==> config.mk <==
export PLATFORM = sky130hd
export DESIGN_NAME = pwm_timer_unit
export DESIGN_NICKNAME = d
export VERILOG_FILES = /design/src/pwm_timer_pkg.sv /design/src/timer_link_if.sv /design/src/pwm_timer_unit.sv /design/src/timer_core.sv /design/src/capture_unit.sv
export SDC_FILE = /design/constraint.sdc
export NUM_CORES = 2
export LEC_CHECK = 0
export BUFFER_PORTS_ARGS = -buffer_cell sky130_fd_sc_hd__buf_4
export CORE_AREA = 10 10 283 285
export DETAILED_ROUTE_END_ITERATION = 10
export DIE_AREA = 0 0 293 295
export HOLD_SLACK_MARGIN = 0.15
export MAX_ROUTING_LAYER = met4
export PLACE_DENSITY = 0.75
export SLEW_MARGIN = 20
export SYNTH_ARGS = -nofsm -noshare
export SYNTH_HDL_FRONTEND = slang
export SYNTH_SLANG_ARGS = --single-unit
==> constraint.sdc <==
create_clock -name clock_i -period 2.25 [get_ports clock_i]
set_input_delay 0.225 -clock clock_i [delete_from_list [all_inputs] [get_ports clock_i]]
set_output_delay 0.225 -clock clock_i [all_outputs]
set_load 0.01 [all_outputs]
==> src/pwm_timer_pkg.sv <==
// Constants and types shared by the PWM timer unit.
// Assumes a single clock domain and a synchronous, active-low reset.
//
// Functional notes
// - Clock cycles are counted in a 32-bit counter behind a 32-bit prescaler that sets cycles per count.
// - Seven match registers are compared with the counter and each match can raise a flag.
// - Each match can keep counting, stop the counter or reset it, each with its own flag enable.
// - Four capture inputs store the counter on a chosen edge and can raise a flag.
// - In PWM mode a count equal to the cycle match register resets the counter, giving the common period.
// - A single-edge output rises at the cycle match and falls at its own match value.
// - A single-edge output programmed for constant low stays low for the whole cycle.
// - A double-edge output rises on one match register and falls on the next one.
// - Either double edge may sit at any counter position in the cycle.
// - Up to six single-edge, five double-edge (outputs 2 to 6), or a mix of outputs fit the seven matches.
// - All outputs share one period and period and width take any whole count.
// - In PWM mode new match values take effect only at the start of a PWM cycle.
// - With PWM mode off the unit is a plain timer and the outputs stay low.

`default_nettype none

package pwm_timer_pkg;

   localparam int unsigned CNT_W         = 32;
   localparam int unsigned NUM_MATCH     = 7;
   localparam int unsigned NUM_CAP       = 4;
   localparam int unsigned NUM_PWM       = 6;
   localparam int unsigned CYCLE_IDX     = 0;
   localparam int unsigned CAP_FLAG_BASE = NUM_MATCH;
   localparam int unsigned NUM_FLAGS     = NUM_MATCH + NUM_CAP;

   localparam logic [CNT_W-1:0] CNT_RESET   = 32'h0000_0000;
   localparam logic [CNT_W-1:0] CNT_ONE     = 32'h0000_0001;
   localparam logic [CNT_W-1:0] MATCH_RESET = 32'h0000_0000;
   localparam logic [CNT_W-1:0] CONST_LOW   = 32'h0000_0000;

   typedef enum logic [2:0]
   {
      ST_IDLE = 3'b001,
      ST_RUN  = 3'b010,
      ST_HALT = 3'b100
   } run_state_e;

endpackage : pwm_timer_pkg

`default_nettype wire

==> src/timer_link_if.sv <==
// Carrier between the counter core, the capture block and the top.
// Assumes all parties sit on the same clock.

`default_nettype none

interface timer_link_if
   import pwm_timer_pkg::*;
   ();
   logic [CNT_W-1:0] count;
   logic             tick;
   logic             run;
   logic             clear;
   logic             match_reset;

   modport core (input run, input clear, input match_reset,
                 output count, output tick);
   modport user (output run, output clear, output match_reset,
                 input count, input tick);
   modport snoop (input count);
endinterface : timer_link_if

`default_nettype wire

==> src/pwm_timer_unit.sv <==
// Top of the PWM timer unit: run control, match shadows, PWM outputs
// and sticky event flags.
// Assumes configuration ports are driven by logic on clock_i; capture
// pins may be asynchronous and are synchronised inside.

`default_nettype none

module pwm_timer_unit
   import pwm_timer_pkg::*;
(
   // Clock and reset
   input  wire logic                             clock_i,
   input  wire logic                             rst_n_i,

   // Run control
   input  wire logic                             timer_en_i,
   input  wire logic                             counter_clear_i,
   input  wire logic                             pwm_mode_i,
   input  wire logic [CNT_W-1:0]                 prescale_i,

   // Match values and actions
   input  wire logic [NUM_MATCH-1:0][CNT_W-1:0]  match_value_i,
   input  wire logic [NUM_MATCH-1:0]             match_load_i,
   input  wire logic [NUM_MATCH-1:0]             match_release_i,
   input  wire logic [NUM_MATCH-1:0]             match_int_en_i,
   input  wire logic [NUM_MATCH-1:0]             match_reset_en_i,
   input  wire logic [NUM_MATCH-1:0]             match_stop_en_i,

   // PWM output configuration, bit 0 unused
   input  wire logic [NUM_PWM:0]                 out_en_i,
   input  wire logic [NUM_PWM:0]                 double_edge_i,

   // Capture pins and configuration
   input  wire logic [NUM_CAP-1:0]               capture_pin_i,
   input  wire logic [NUM_CAP-1:0]               capture_rise_i,
   input  wire logic [NUM_CAP-1:0]               capture_fall_i,
   input  wire logic [NUM_CAP-1:0]               capture_int_en_i,

   // Flag clear
   input  wire logic [NUM_FLAGS-1:0]             flag_clear_i,

   // Outputs
   output logic      [NUM_PWM:1]                 pwm_o,
   output logic      [CNT_W-1:0]                 count_o,
   output logic      [NUM_MATCH-1:0][CNT_W-1:0]  match_active_o,
   output logic      [NUM_MATCH-1:0]             release_pending_o,
   output logic      [NUM_CAP-1:0][CNT_W-1:0]    capture_value_o,
   output logic      [NUM_FLAGS-1:0]             flags_o,
   output logic                                  halted_o
);

   timer_link_if link ();

   run_state_e                        state_r;
   run_state_e                        state_nxt;
   logic [NUM_MATCH-1:0][CNT_W-1:0]   active_r;
   logic [NUM_MATCH-1:0][CNT_W-1:0]   pending_r;
   logic [NUM_MATCH-1:0]              release_r;
   logic [NUM_PWM:1]                  pwm_r;
   logic [NUM_FLAGS-1:0]              flags_r;
   logic                              halted_r;
   logic [NUM_MATCH-1:0]              hit;
   logic [NUM_CAP-1:0]                cap_event;
   logic                              cycle_start;
   logic                              stop_hit;

   // Counter core and capture channels

   timer_core u_core
   (
      .clock_i    (clock_i),
      .rst_n_i    (rst_n_i),
      .prescale_i (prescale_i),
      .link       (link.core)
   );

   capture_unit #(.N(NUM_CAP)) u_capture
   (
      .clock_i   (clock_i),
      .rst_n_i   (rst_n_i),
      .pin_i     (capture_pin_i),
      .rise_en_i (capture_rise_i),
      .fall_en_i (capture_fall_i),
      .event_o   (cap_event),
      .value_o   (capture_value_o),
      .link      (link.snoop)
   );

   // Match compare

   genvar m;
   for (m = 0; m < NUM_MATCH; m++)
   begin : g_hit
      // Compared only on a counter tick, so one event per count
      assign hit[m] = link.tick && (link.count == active_r[m]);
   end

   // In PWM mode the cycle match always restarts the count
   assign link.match_reset = (|(hit & match_reset_en_i)) ||
                             (pwm_mode_i && hit[CYCLE_IDX]);
   assign stop_hit    = |(hit & match_stop_en_i);
   assign cycle_start = pwm_mode_i && hit[CYCLE_IDX];
   assign link.run    = (state_r == ST_RUN);
   assign link.clear  = counter_clear_i;

   // Run state

   always_comb
   begin
      state_nxt = state_r;
      case (state_r)
         ST_IDLE:
         begin
            if (timer_en_i)
               state_nxt = ST_RUN;
         end
         ST_RUN:
         begin
            if (!timer_en_i)
               state_nxt = ST_IDLE;
            else if (stop_hit)
               state_nxt = ST_HALT;
         end
         ST_HALT:
         begin
            // Halt holds until software drops the enable
            if (!timer_en_i)
               state_nxt = ST_IDLE;
         end
         default:
            state_nxt = ST_IDLE;
      endcase
   end

   always_ff @(posedge clock_i)
   begin
      if (!rst_n_i)
         state_r <= ST_IDLE;
      else
         state_r <= state_nxt;
   end

   always_ff @(posedge clock_i)
   begin
      if (!rst_n_i)
         halted_r <= 1'b0;
      else
         halted_r <= (state_nxt == ST_HALT);
   end

   // Match shadows: load, release, apply

   for (m = 0; m < NUM_MATCH; m++)
   begin : g_shadow
      always_ff @(posedge clock_i)
      begin
         if (!rst_n_i)
            pending_r[m] <= MATCH_RESET;
         else if (match_load_i[m])
            pending_r[m] <= match_value_i[m];
      end

      // Release set wins over the clear at the apply point
      always_ff @(posedge clock_i)
      begin
         if (!rst_n_i || !pwm_mode_i)
            release_r[m] <= 1'b0;
         else if (match_release_i[m])
            release_r[m] <= 1'b1;
         else if (cycle_start)
            release_r[m] <= 1'b0;
      end

      // Timer mode loads at once; PWM mode waits for release and
      // the cycle boundary so no pulse is cut short
      always_ff @(posedge clock_i)
      begin
         if (!rst_n_i)
            active_r[m] <= MATCH_RESET;
         else if (!pwm_mode_i && match_load_i[m])
            active_r[m] <= match_value_i[m];
         else if (cycle_start && release_r[m])
            active_r[m] <= pending_r[m];
      end
   end

   // PWM outputs

   genvar p;
   for (p = 1; p <= NUM_PWM; p++)
   begin : g_pwm
      logic             set_edge;
      logic             clr_edge;
      logic [CNT_W-1:0] start_val;

      // Value in force for the cycle that opens at the next cycle match;
      // testing the old value would leave a glitch or a lost pulse
      assign start_val = release_r[p] ? pending_r[p] : active_r[p];

      if (p >= 2)
      begin : g_dbl
         // Double edge pairs match p-1 (rise) with match p (fall)
         always_comb
         begin
            if (double_edge_i[p])
            begin
               set_edge = hit[p-1];
               clr_edge = hit[p];
            end
            else
            begin
               set_edge = hit[CYCLE_IDX] &&
                          (start_val != CONST_LOW);
               clr_edge = hit[p] ||
                          (hit[CYCLE_IDX] &&
                           (start_val == CONST_LOW));
            end
         end
      end
      else
      begin : g_sgl
         // Output 1 would pair with the cycle match below it, so it is single edge only
         always_comb
         begin
            set_edge = hit[CYCLE_IDX] &&
                       (start_val != CONST_LOW);
            clr_edge = hit[p] ||
                       (hit[CYCLE_IDX] &&
                        (start_val == CONST_LOW));
         end
      end

      // Clear wins a tie, so equal edges give a steady low
      always_ff @(posedge clock_i)
      begin
         if (!rst_n_i || !pwm_mode_i || !out_en_i[p])
            pwm_r[p] <= 1'b0;
         else if (clr_edge)
            pwm_r[p] <= 1'b0;
         else if (set_edge)
            pwm_r[p] <= 1'b1;
      end
   end

   // Sticky flags: a new event beats a clear in the same cycle

   for (m = 0; m < NUM_MATCH; m++)
   begin : g_mflag
      always_ff @(posedge clock_i)
      begin
         if (!rst_n_i)
            flags_r[m] <= 1'b0;
         else if (hit[m] && match_int_en_i[m])
            flags_r[m] <= 1'b1;
         else if (flag_clear_i[m])
            flags_r[m] <= 1'b0;
      end
   end

   genvar c;
   for (c = 0; c < NUM_CAP; c++)
   begin : g_cflag
      always_ff @(posedge clock_i)
      begin
         if (!rst_n_i)
            flags_r[CAP_FLAG_BASE+c] <= 1'b0;
         else if (cap_event[c] && capture_int_en_i[c])
            flags_r[CAP_FLAG_BASE+c] <= 1'b1;
         else if (flag_clear_i[CAP_FLAG_BASE+c])
            flags_r[CAP_FLAG_BASE+c] <= 1'b0;
      end
   end

   // Outputs

   assign pwm_o             = pwm_r;
   assign count_o           = link.count;
   assign match_active_o    = active_r;
   assign release_pending_o = release_r;
   assign flags_o           = flags_r;
   assign halted_o          = halted_r;

endmodule : pwm_timer_unit

`default_nettype wire

==> src/timer_core.sv <==
// Prescaler and 32-bit count register.
// Assumes run, clear and match_reset come from logic on the same clock.

`default_nettype none

module timer_core
   import pwm_timer_pkg::*;
(
   // Clock and reset
   input  wire logic             clock_i,
   input  wire logic             rst_n_i,
   // Configuration
   input  wire logic [CNT_W-1:0] prescale_i,
   // Link to the top
   timer_link_if.core            link
);

   logic [CNT_W-1:0] pre_r;
   logic [CNT_W-1:0] count_r;

   // Tick ends each run of prescale_i + 1 clock cycles
   assign link.tick  = link.run && (pre_r == prescale_i);
   assign link.count = count_r;

   always_ff @(posedge clock_i)
   begin
      if (!rst_n_i || link.clear || !link.run)
         pre_r <= CNT_RESET;
      else if (pre_r == prescale_i)
         pre_r <= CNT_RESET;
      else
         pre_r <= pre_r + CNT_ONE;
   end

   always_ff @(posedge clock_i)
   begin
      if (!rst_n_i || link.clear)
         count_r <= CNT_RESET;
      else if (link.tick && link.match_reset)
         count_r <= CNT_RESET;
      else if (link.tick)
         count_r <= count_r + CNT_ONE;
   end

endmodule : timer_core

`default_nettype wire

==> src/capture_unit.sv <==
// Capture channels: pin synchroniser, edge select and value store.
// Assumes capture pins are asynchronous to the clock.

`default_nettype none

module capture_unit
   import pwm_timer_pkg::*;
#(
   parameter int unsigned N = NUM_CAP
)
(
   // Clock and reset
   input  wire logic                     clock_i,
   input  wire logic                     rst_n_i,
   // Pins and edge selection
   input  wire logic [N-1:0]             pin_i,
   input  wire logic [N-1:0]             rise_en_i,
   input  wire logic [N-1:0]             fall_en_i,
   // Results
   output logic      [N-1:0]             event_o,
   output logic      [N-1:0][CNT_W-1:0]  value_o,
   // Counter snoop
   timer_link_if.snoop                   link
);

   logic [N-1:0] meta_r;
   logic [N-1:0] sync_r;
   logic [N-1:0] prev_r;

   // Only sync_r and prev_r feed the edge detect
   always_ff @(posedge clock_i)
   begin
      if (!rst_n_i)
      begin
         meta_r <= '0;
         sync_r <= '0;
         prev_r <= '0;
      end
      else
      begin
         meta_r <= pin_i;
         sync_r <= meta_r;
         prev_r <= sync_r;
      end
   end

   genvar g;
   for (g = 0; g < N; g++)
   begin : g_cap
      assign event_o[g] = (rise_en_i[g] && sync_r[g] && !prev_r[g]) ||
                          (fall_en_i[g] && !sync_r[g] && prev_r[g]);

      always_ff @(posedge clock_i)
      begin
         if (!rst_n_i)
            value_o[g] <= CNT_RESET;
         else if (event_o[g])
            value_o[g] <= link.count;
      end
   end

endmodule : capture_unit

`default_nettype wire

## After elaboration in Yosys (flattened, before gate mapping)

Cells that the tools add are included.

| storage, ports and cells | value |
|---|---|
| bits of input ports | 337 |
| output and inout bits | 409 |
| bits in registers | 680 |
| logic and storage cells | 277 |

| cells by class | value |
|---|---|
| add/sub/neg operators | 2 |
| muxes and demuxes | 65 |
| bitwise gates (word level) | 2 |
| eq/ne operators | 12 |
| reductions and logical operators | 147 |

Operators with widths:

| kind | number |
|---|---|
| 32-bit two-way mux | 20 |
| 32-bit == test | 8 |
| 32-bit zero test | 6 |
| 32-bit nonzero test | 6 |
| 32-bit by 1-bit adder with 32-bit output, second input constant | 2 |
| 1-bit logical AND | 63 |
| 2-bit nonzero test | 25 |
| 1-bit two-way mux | 40 |
| 1-bit logical OR | 20 |
| 1-bit zero test | 17 |
| 2-bit OR reduction | 8 |
| 7-bit bitwise AND | 2 |
| 7-bit OR reduction | 2 |
| 3-bit two-way mux | 4 |
| 3-bit one-hot mux with 3 select lines | 1 |
| 3-bit == test, second input constant | 2 |
| 3-bit by 1-bit == test with 1-bit output, second input constant | 1 |
| 3-bit by 2-bit == test with 1-bit output, second input constant | 1 |

## Depth between registers and ports, before layout

| depth | value |
|---|---|
| word-level depth | 9 |
| depth in mapped cells | 11 |
| gate-level depth less buffers | 8 |

## Cells and area by module

From an unflattened synthesis, not the netlist that was laid out.

| second synthesis, totals | value |
|---|---|
| cell total of the unflattened synthesis | 3366 |
| area total of the unflattened synthesis | 33185.6 µm² |

By module, submodules not included:

| module | times used | area an instance (µm²) | cells each |
|---|---|---|---|
| pwm_timer_unit | 1 | 24549.8 | 2465 |
| capture_unit | 1 | 5142.4 | 483 |
| timer_core | 1 | 3493.4 | 418 |

## Least setup slack after synthesis

Ideal clock, no wire load.

| timing path | value |
|---|---|
| path type | register to register |
| from | register u_core.count_r[0], in the netlist u_core.link.count[0] |
| to | register u_core.count_r[10], in the netlist u_core.link.count[10] |
| path buffers | 3 |
| slack | 12 ps |
| cell stages (with the launch flop) | 11 |
| arrival | 2121 ps |
| cell sequence | dfxtp_1 -> clkbuf_1 -> buf_2 -> xnor2_1 -> nand4_1 -> nor4_1 -> nand3_1 -> nand4_1 -> a2bb2oi_2 -> buf_2 -> nor2_1 |

| between the ends | value |
|---|---|
| word-level cells in the longest chain between the ends | 7 |
| elaborated cells on any way between the ends | 21 |

Ends and longest elaborated chain:

| element | RTL line | RTL |
|---|---|---|
| start: declaration | timer_core.sv:19 | `logic [CNT_W-1:0] count_r;` |
| start signal: assignment | timer_core.sv:42 | `count_r <= count_r + CNT_ONE;` |
| 32-bit == test | pwm_timer_unit.sv:95 | `assign hit[m] = link.tick && (link.count == active_r[m]);` |
| 1-bit logical AND | pwm_timer_unit.sv:95 |  |
| 7-bit bitwise AND | pwm_timer_unit.sv:99 | `assign link.match_reset = (\|(hit & match_reset_en_i)) \|\|` |
| 7-bit OR reduction | pwm_timer_unit.sv:99 |  |
| 1-bit logical OR | pwm_timer_unit.sv:99 |  |
| 1-bit logical AND | timer_core.sv:39 | `else if (link.tick && link.match_reset)` |
| 2-bit OR reduction (no source line) | n/a |  |

Several ways; a longest one is shown, not always the timed one.
A chain may end at the register's enable or synchronous reset.

## Worst setup path in the final report

| timing path | value |
|---|---|
| from | register u_core.count_r[12], in the netlist u_core.link.count[12] |
| to | register u_core.count_r[23], in the netlist u_core.link.count[23] |

The elaborated chain is that of the path after synthesis.

==> run_summary.xml <==
<?xml version="1.0" encoding="UTF-8"?>
<metrics>
  <group name="run_status">
    <metric name="status" unit="">finished, violations left</metric>
    <metric name="failed_checks" unit="">negative setup slack</metric>
  </group>
  <group name="drt">
    <metric name="drt-pass1-iter-count" unit="">5</metric>
    <metric name="detailed_route_via_count" unit="">32490</metric>
    <metric name="number_of_antenna_violating_nets_in_the_routed_design" unit="">0</metric>
    <metric name="post_drt_wl_per_cell" unit="um">26.94</metric>
    <metric name="route.detailed.drc" unit="">0</metric>
    <metric name="vias_per_cell" unit="">5.652</metric>
    <metric name="dr.first_iter.drc_count" unit="">3000</metric>
    <metric name="wl" unit="um">154900</metric>
  </group>
  <group name="die">
    <metric name="die_h" unit="um">295</metric>
    <metric name="floorplan.rows" unit="">100</metric>
    <metric name="ios" unit="">746</metric>
    <metric name="horizontal_die_dimension" unit="um">293</metric>
    <metric name="core_region_area" unit="mm^2">0.07420</metric>
    <metric name="floorplan.die_area" unit="mm^2">0.08644</metric>
    <metric name="starting_density_of_the_core" unit="">0.4316</metric>
  </group>
  <group name="timing">
    <metric name="hold_slack" unit="ns">0.1880</metric>
    <metric name="timing_max_transition_violations_final" unit="">0</metric>
    <metric name="slew-limit-headroom" unit="">0.5530</metric>
    <metric name="post-route-period-util" unit="">1.102</metric>
    <metric name="finalWorstPathRequiredPeriod" unit="ns">2.480</metric>
    <metric name="max_clock_freq" unit="MHz">403.2</metric>
    <metric name="setup_total_negative_slack" unit="ns">-32.19</metric>
    <metric name="setup_viol" unit="">270</metric>
    <metric name="worstMarginPinSlew" unit="ns">0.6705</metric>
    <metric name="finClkSkew" unit="ns">0.02721</metric>
    <metric name="grt_setup_unrepaired" unit="">yes</metric>
    <metric name="final_critical_path_setup_slack" unit="ns">-0.2300</metric>
    <metric name="finalHoldViolations" unit="">0</metric>
  </group>
  <group name="global_route">
    <metric name="global_route_total_usage_across_every_layer" unit="">0.3422</metric>
    <metric name="number_of_antenna_violations_at_the_first_check_in_global_routing" unit="">14</metric>
    <metric name="first_global_vias" unit="">32480</metric>
    <metric name="globalRoute.busiestLayer" unit="">met2</metric>
    <metric name="globalRoute.totalOverflow" unit="">0</metric>
    <metric name="gr-usage-met1" unit="">0.3964</metric>
    <metric name="wire_length_of_the_first_global_routing_pass" unit="um">215800</metric>
    <metric name="grt_start_max_net_pins" unit="">147</metric>
    <metric name="gr-usage-met2" unit="">0.5488</metric>
    <metric name="grt_use_met3" unit="">0.06953</metric>
  </group>
  <group name="yosys">
    <metric name="yosys.area.top_type" unit="">dfxtp_1</metric>
    <metric name="synth_enable_flop_cells" unit="">0</metric>
    <metric name="synth.most_common_cell" unit="">dfxtp_1</metric>
    <metric name="postSynthRegisterBits" unit="">680</metric>
    <metric name="synth.area.top_cells" unit="">dfxtp_1, mux2i_1, xnor2_1, o211a_1, nand2_1</metric>
    <metric name="syn_area" unit="mm^2">0.03202</metric>
    <metric name="ys_async_sr_fraction" unit="">0</metric>
    <metric name="post_synth_most_frequent_cells" unit="">dfxtp_1, nand2_1, mux2i_1</metric>
    <metric name="synthesis.area_per_instance" unit="um^2">9.575</metric>
    <metric name="synth.yosys.warnings" unit="">0</metric>
    <metric name="cells_after_synthesis" unit="">3344</metric>
    <metric name="ys_seq_area_frac" unit="">0.4251</metric>
    <metric name="netlist.area_leader.share" unit="">0.4251</metric>
    <metric name="mappedNetlistNets" unit="">3683</metric>
    <metric name="ys_types" unit="">51</metric>
    <metric name="postSynth.topFlopCell" unit="">dfxtp_1</metric>
  </group>
  <group name="place">
    <metric name="post-dp-hpwl" unit="um">107400</metric>
    <metric name="place_congestion" unit="">0.9665</metric>
    <metric name="port_buffers" unit="">742</metric>
    <metric name="placement.cell_area" unit="mm^2">0.04104</metric>
  </group>
  <group name="cts">
    <metric name="cts-buffers-inserted" unit="">78</metric>
    <metric name="clk_transition_reported_paths" unit="ns">0.06</metric>
    <metric name="cts-root-to-sink-buffers" unit="">3</metric>
    <metric name="clock_latency" unit="ns">0.63</metric>
    <metric name="clock_sink_count" unit="">680</metric>
    <metric name="cts_htree_levels" unit="">3</metric>
    <metric name="clock-root-buffer" unit="">clkbuf_16</metric>
    <metric name="tritoncts" unit="">built</metric>
  </group>
  <group name="final_layout">
    <metric name="final_net_count" unit="">5050</metric>
    <metric name="post_route_cells_drive_above_1_share" unit="">0.3492</metric>
    <metric name="post-route-cell-area" unit="mm^2">0.05006</metric>
    <metric name="nFillCells" unit="">5450</metric>
    <metric name="area_growth" unit="%">56.34</metric>
  </group>
  <group name="power">
    <metric name="power.ir.vdd_worst" unit="mV">0.4960</metric>
    <metric name="p_leak" unit="nW">23.00</metric>
    <metric name="powerDensity" unit="mW/mm^2">627.2</metric>
  </group>
  <group name="critical_path">
    <metric name="cp_data_arrival_time" unit="ns">2.97</metric>
    <metric name="crit_top_cell" unit="">nor4_4</metric>
    <metric name="critical_path_data_required_time" unit="ns">2.74</metric>
    <metric name="worst_setup_sp_type" unit="">flop</metric>
    <metric name="crit_path_cell_trace" unit="">buf_4, nand3_1, nor4_4, nand4_2, or2_4, nor4_4, xnor2_2, nor2_4</metric>
    <metric name="crit_path_top_delay_cell" unit="">dfxtp_2</metric>
    <metric name="critical_path_peak_fanout" unit="">5</metric>
    <metric name="cp-end-kind" unit="">flop</metric>
    <metric name="cp_num_buf_inv" unit="">1</metric>
    <metric name="slowest_delay" unit="ns">0.41</metric>
    <metric name="cp_top_family" unit="">simple AND/OR/NAND/NOR gates</metric>
    <metric name="worst-setup-path-type" unit="">reg2reg</metric>
  </group>
  <group name="run">
    <metric name="cap_violations" unit="">0</metric>
  </group>
  <group name="worst_hold_path">
    <metric name="min-delay-path-class" unit="">in2reg</metric>
  </group>
</metrics>
## report_power, final
part,leakage [nW],total (W),switching (W),internal (W)
Clock,1.26,0.0130,0.00533,0.00766
Sequential,5.60,0.0131,0.000534,0.0125
Combinational,16.1,0.00532,0.00253,0.00280
Total,23.0,0.0314,0.00840,0.0230
## kinds of logic after synthesis
family	count (synthesis)	synth area share
adders and majority gates	2	0.0007814
AOI/OAI and AO/OA	413	0.1133
and+or+nand+nor	1200	0.1871
muxes	452	0.1414
buffers and inverters	281	0.04584
xor gates and xnor gates	316	0.08644
DFF	680	0.4251
## cell type report
type                    instances  area (um^2)  area share
clock inverters                23        304.0    0.006074
flip-flops and latches        680        13710      0.2739
multi-input cells            2383        18470      0.3690
clock buffers                 111         2257     0.04509
inverters                       7        26.28   0.0005249
well taps                     969         1212     0.02422
diodes                         15        37.54   0.0007498
repair buffers               1561        14040      0.2804
## path summary, 6_finish.rpt
check,startpoint,to,slack (ns),depth (start not counted)
min reg2reg,u_capture.meta_r[0],u_capture.sync_r[0],0.43,1
min,match_stop_en_i[5],halted_o,0.19,5
max reg2reg,u_core.link.count[12],u_core.link.count[23],-0.23,8
max,u_core.link.count[12],u_core.link.count[23],-0.23,8
## worst reg2reg max path, delay by kind of cell, from the launching register on
kind | cells | cell delay (ns)
buf+inv | 1 | 0.19
simple gates | 6 | 1.56
flops | 1 | 0.41
xor+xnor | 1 | 0.19
## state kept, by name, indices dropped and copies added, names as in the netlist, 3 cells and up
register / cells
match_active_o: 224
pending_r: 224
u_capture.sync_r: 4
u_capture.prev_r: 4
u_core.link.count: 32
u_capture.meta_r: 4
pwm_o: 6
u_capture.value_o: 128
u_core.pre_r: 32
release_pending_o: 7
state_r: 3
flags_o: 11
## what timing repair did
| action | in CTS | in global routing |
|---|---|---|
| pin swaps | 45 | 47 |
| setup buffers | 46 | 31 |
| hold buffers | 312 | 0 |
| gates resized for setup | 165 | 270 |
| endpoints found under the hold margin | 487 | 0 |
| gates cloned | 14 | 19 |
| endpoints found under the setup margin | 279 | 279 |
## metal layers
metal	routed length, um	up-vias
met2	72220	1823
met1	59420	15750
met3	13170	491
met4	10060	0
li1	-	14430
met5	0	-
## placed cells by master (no fill, tap or decap), drive strengths merged, types with 25 or more instances in the layout
master       instances
a21boi             128
a21oi               26
buf               1233
clkbuf             127
dfxtp              680
dlygate4sd3        312
mux2i              450
nand2              530
nand3               43
nand4               93
nor2                82
nor2b              254
nor4               111
o211a              225
xnor2              291
xor2                25
## metrics by stage
stage / util / total power [W] / std cells / setup WS [ns]
final: 0.6747 / 0.03139 / 5749 / -0.2300
after floorplan: - / 0.01536 / 3344 / 0.01155
after global routing: 0.6746 / 0.03227 / 5747 / -0.3200
after detailed placement: 0.5531 / 0.01754 / 5183 / -0.4273
after CTS: 0.6510 / 0.03108 / 5689 / -0.07966
after global placement: 0.5531 / 0.01749 / 5183 / -0.4625
Power figures use the tool's default switching activity.
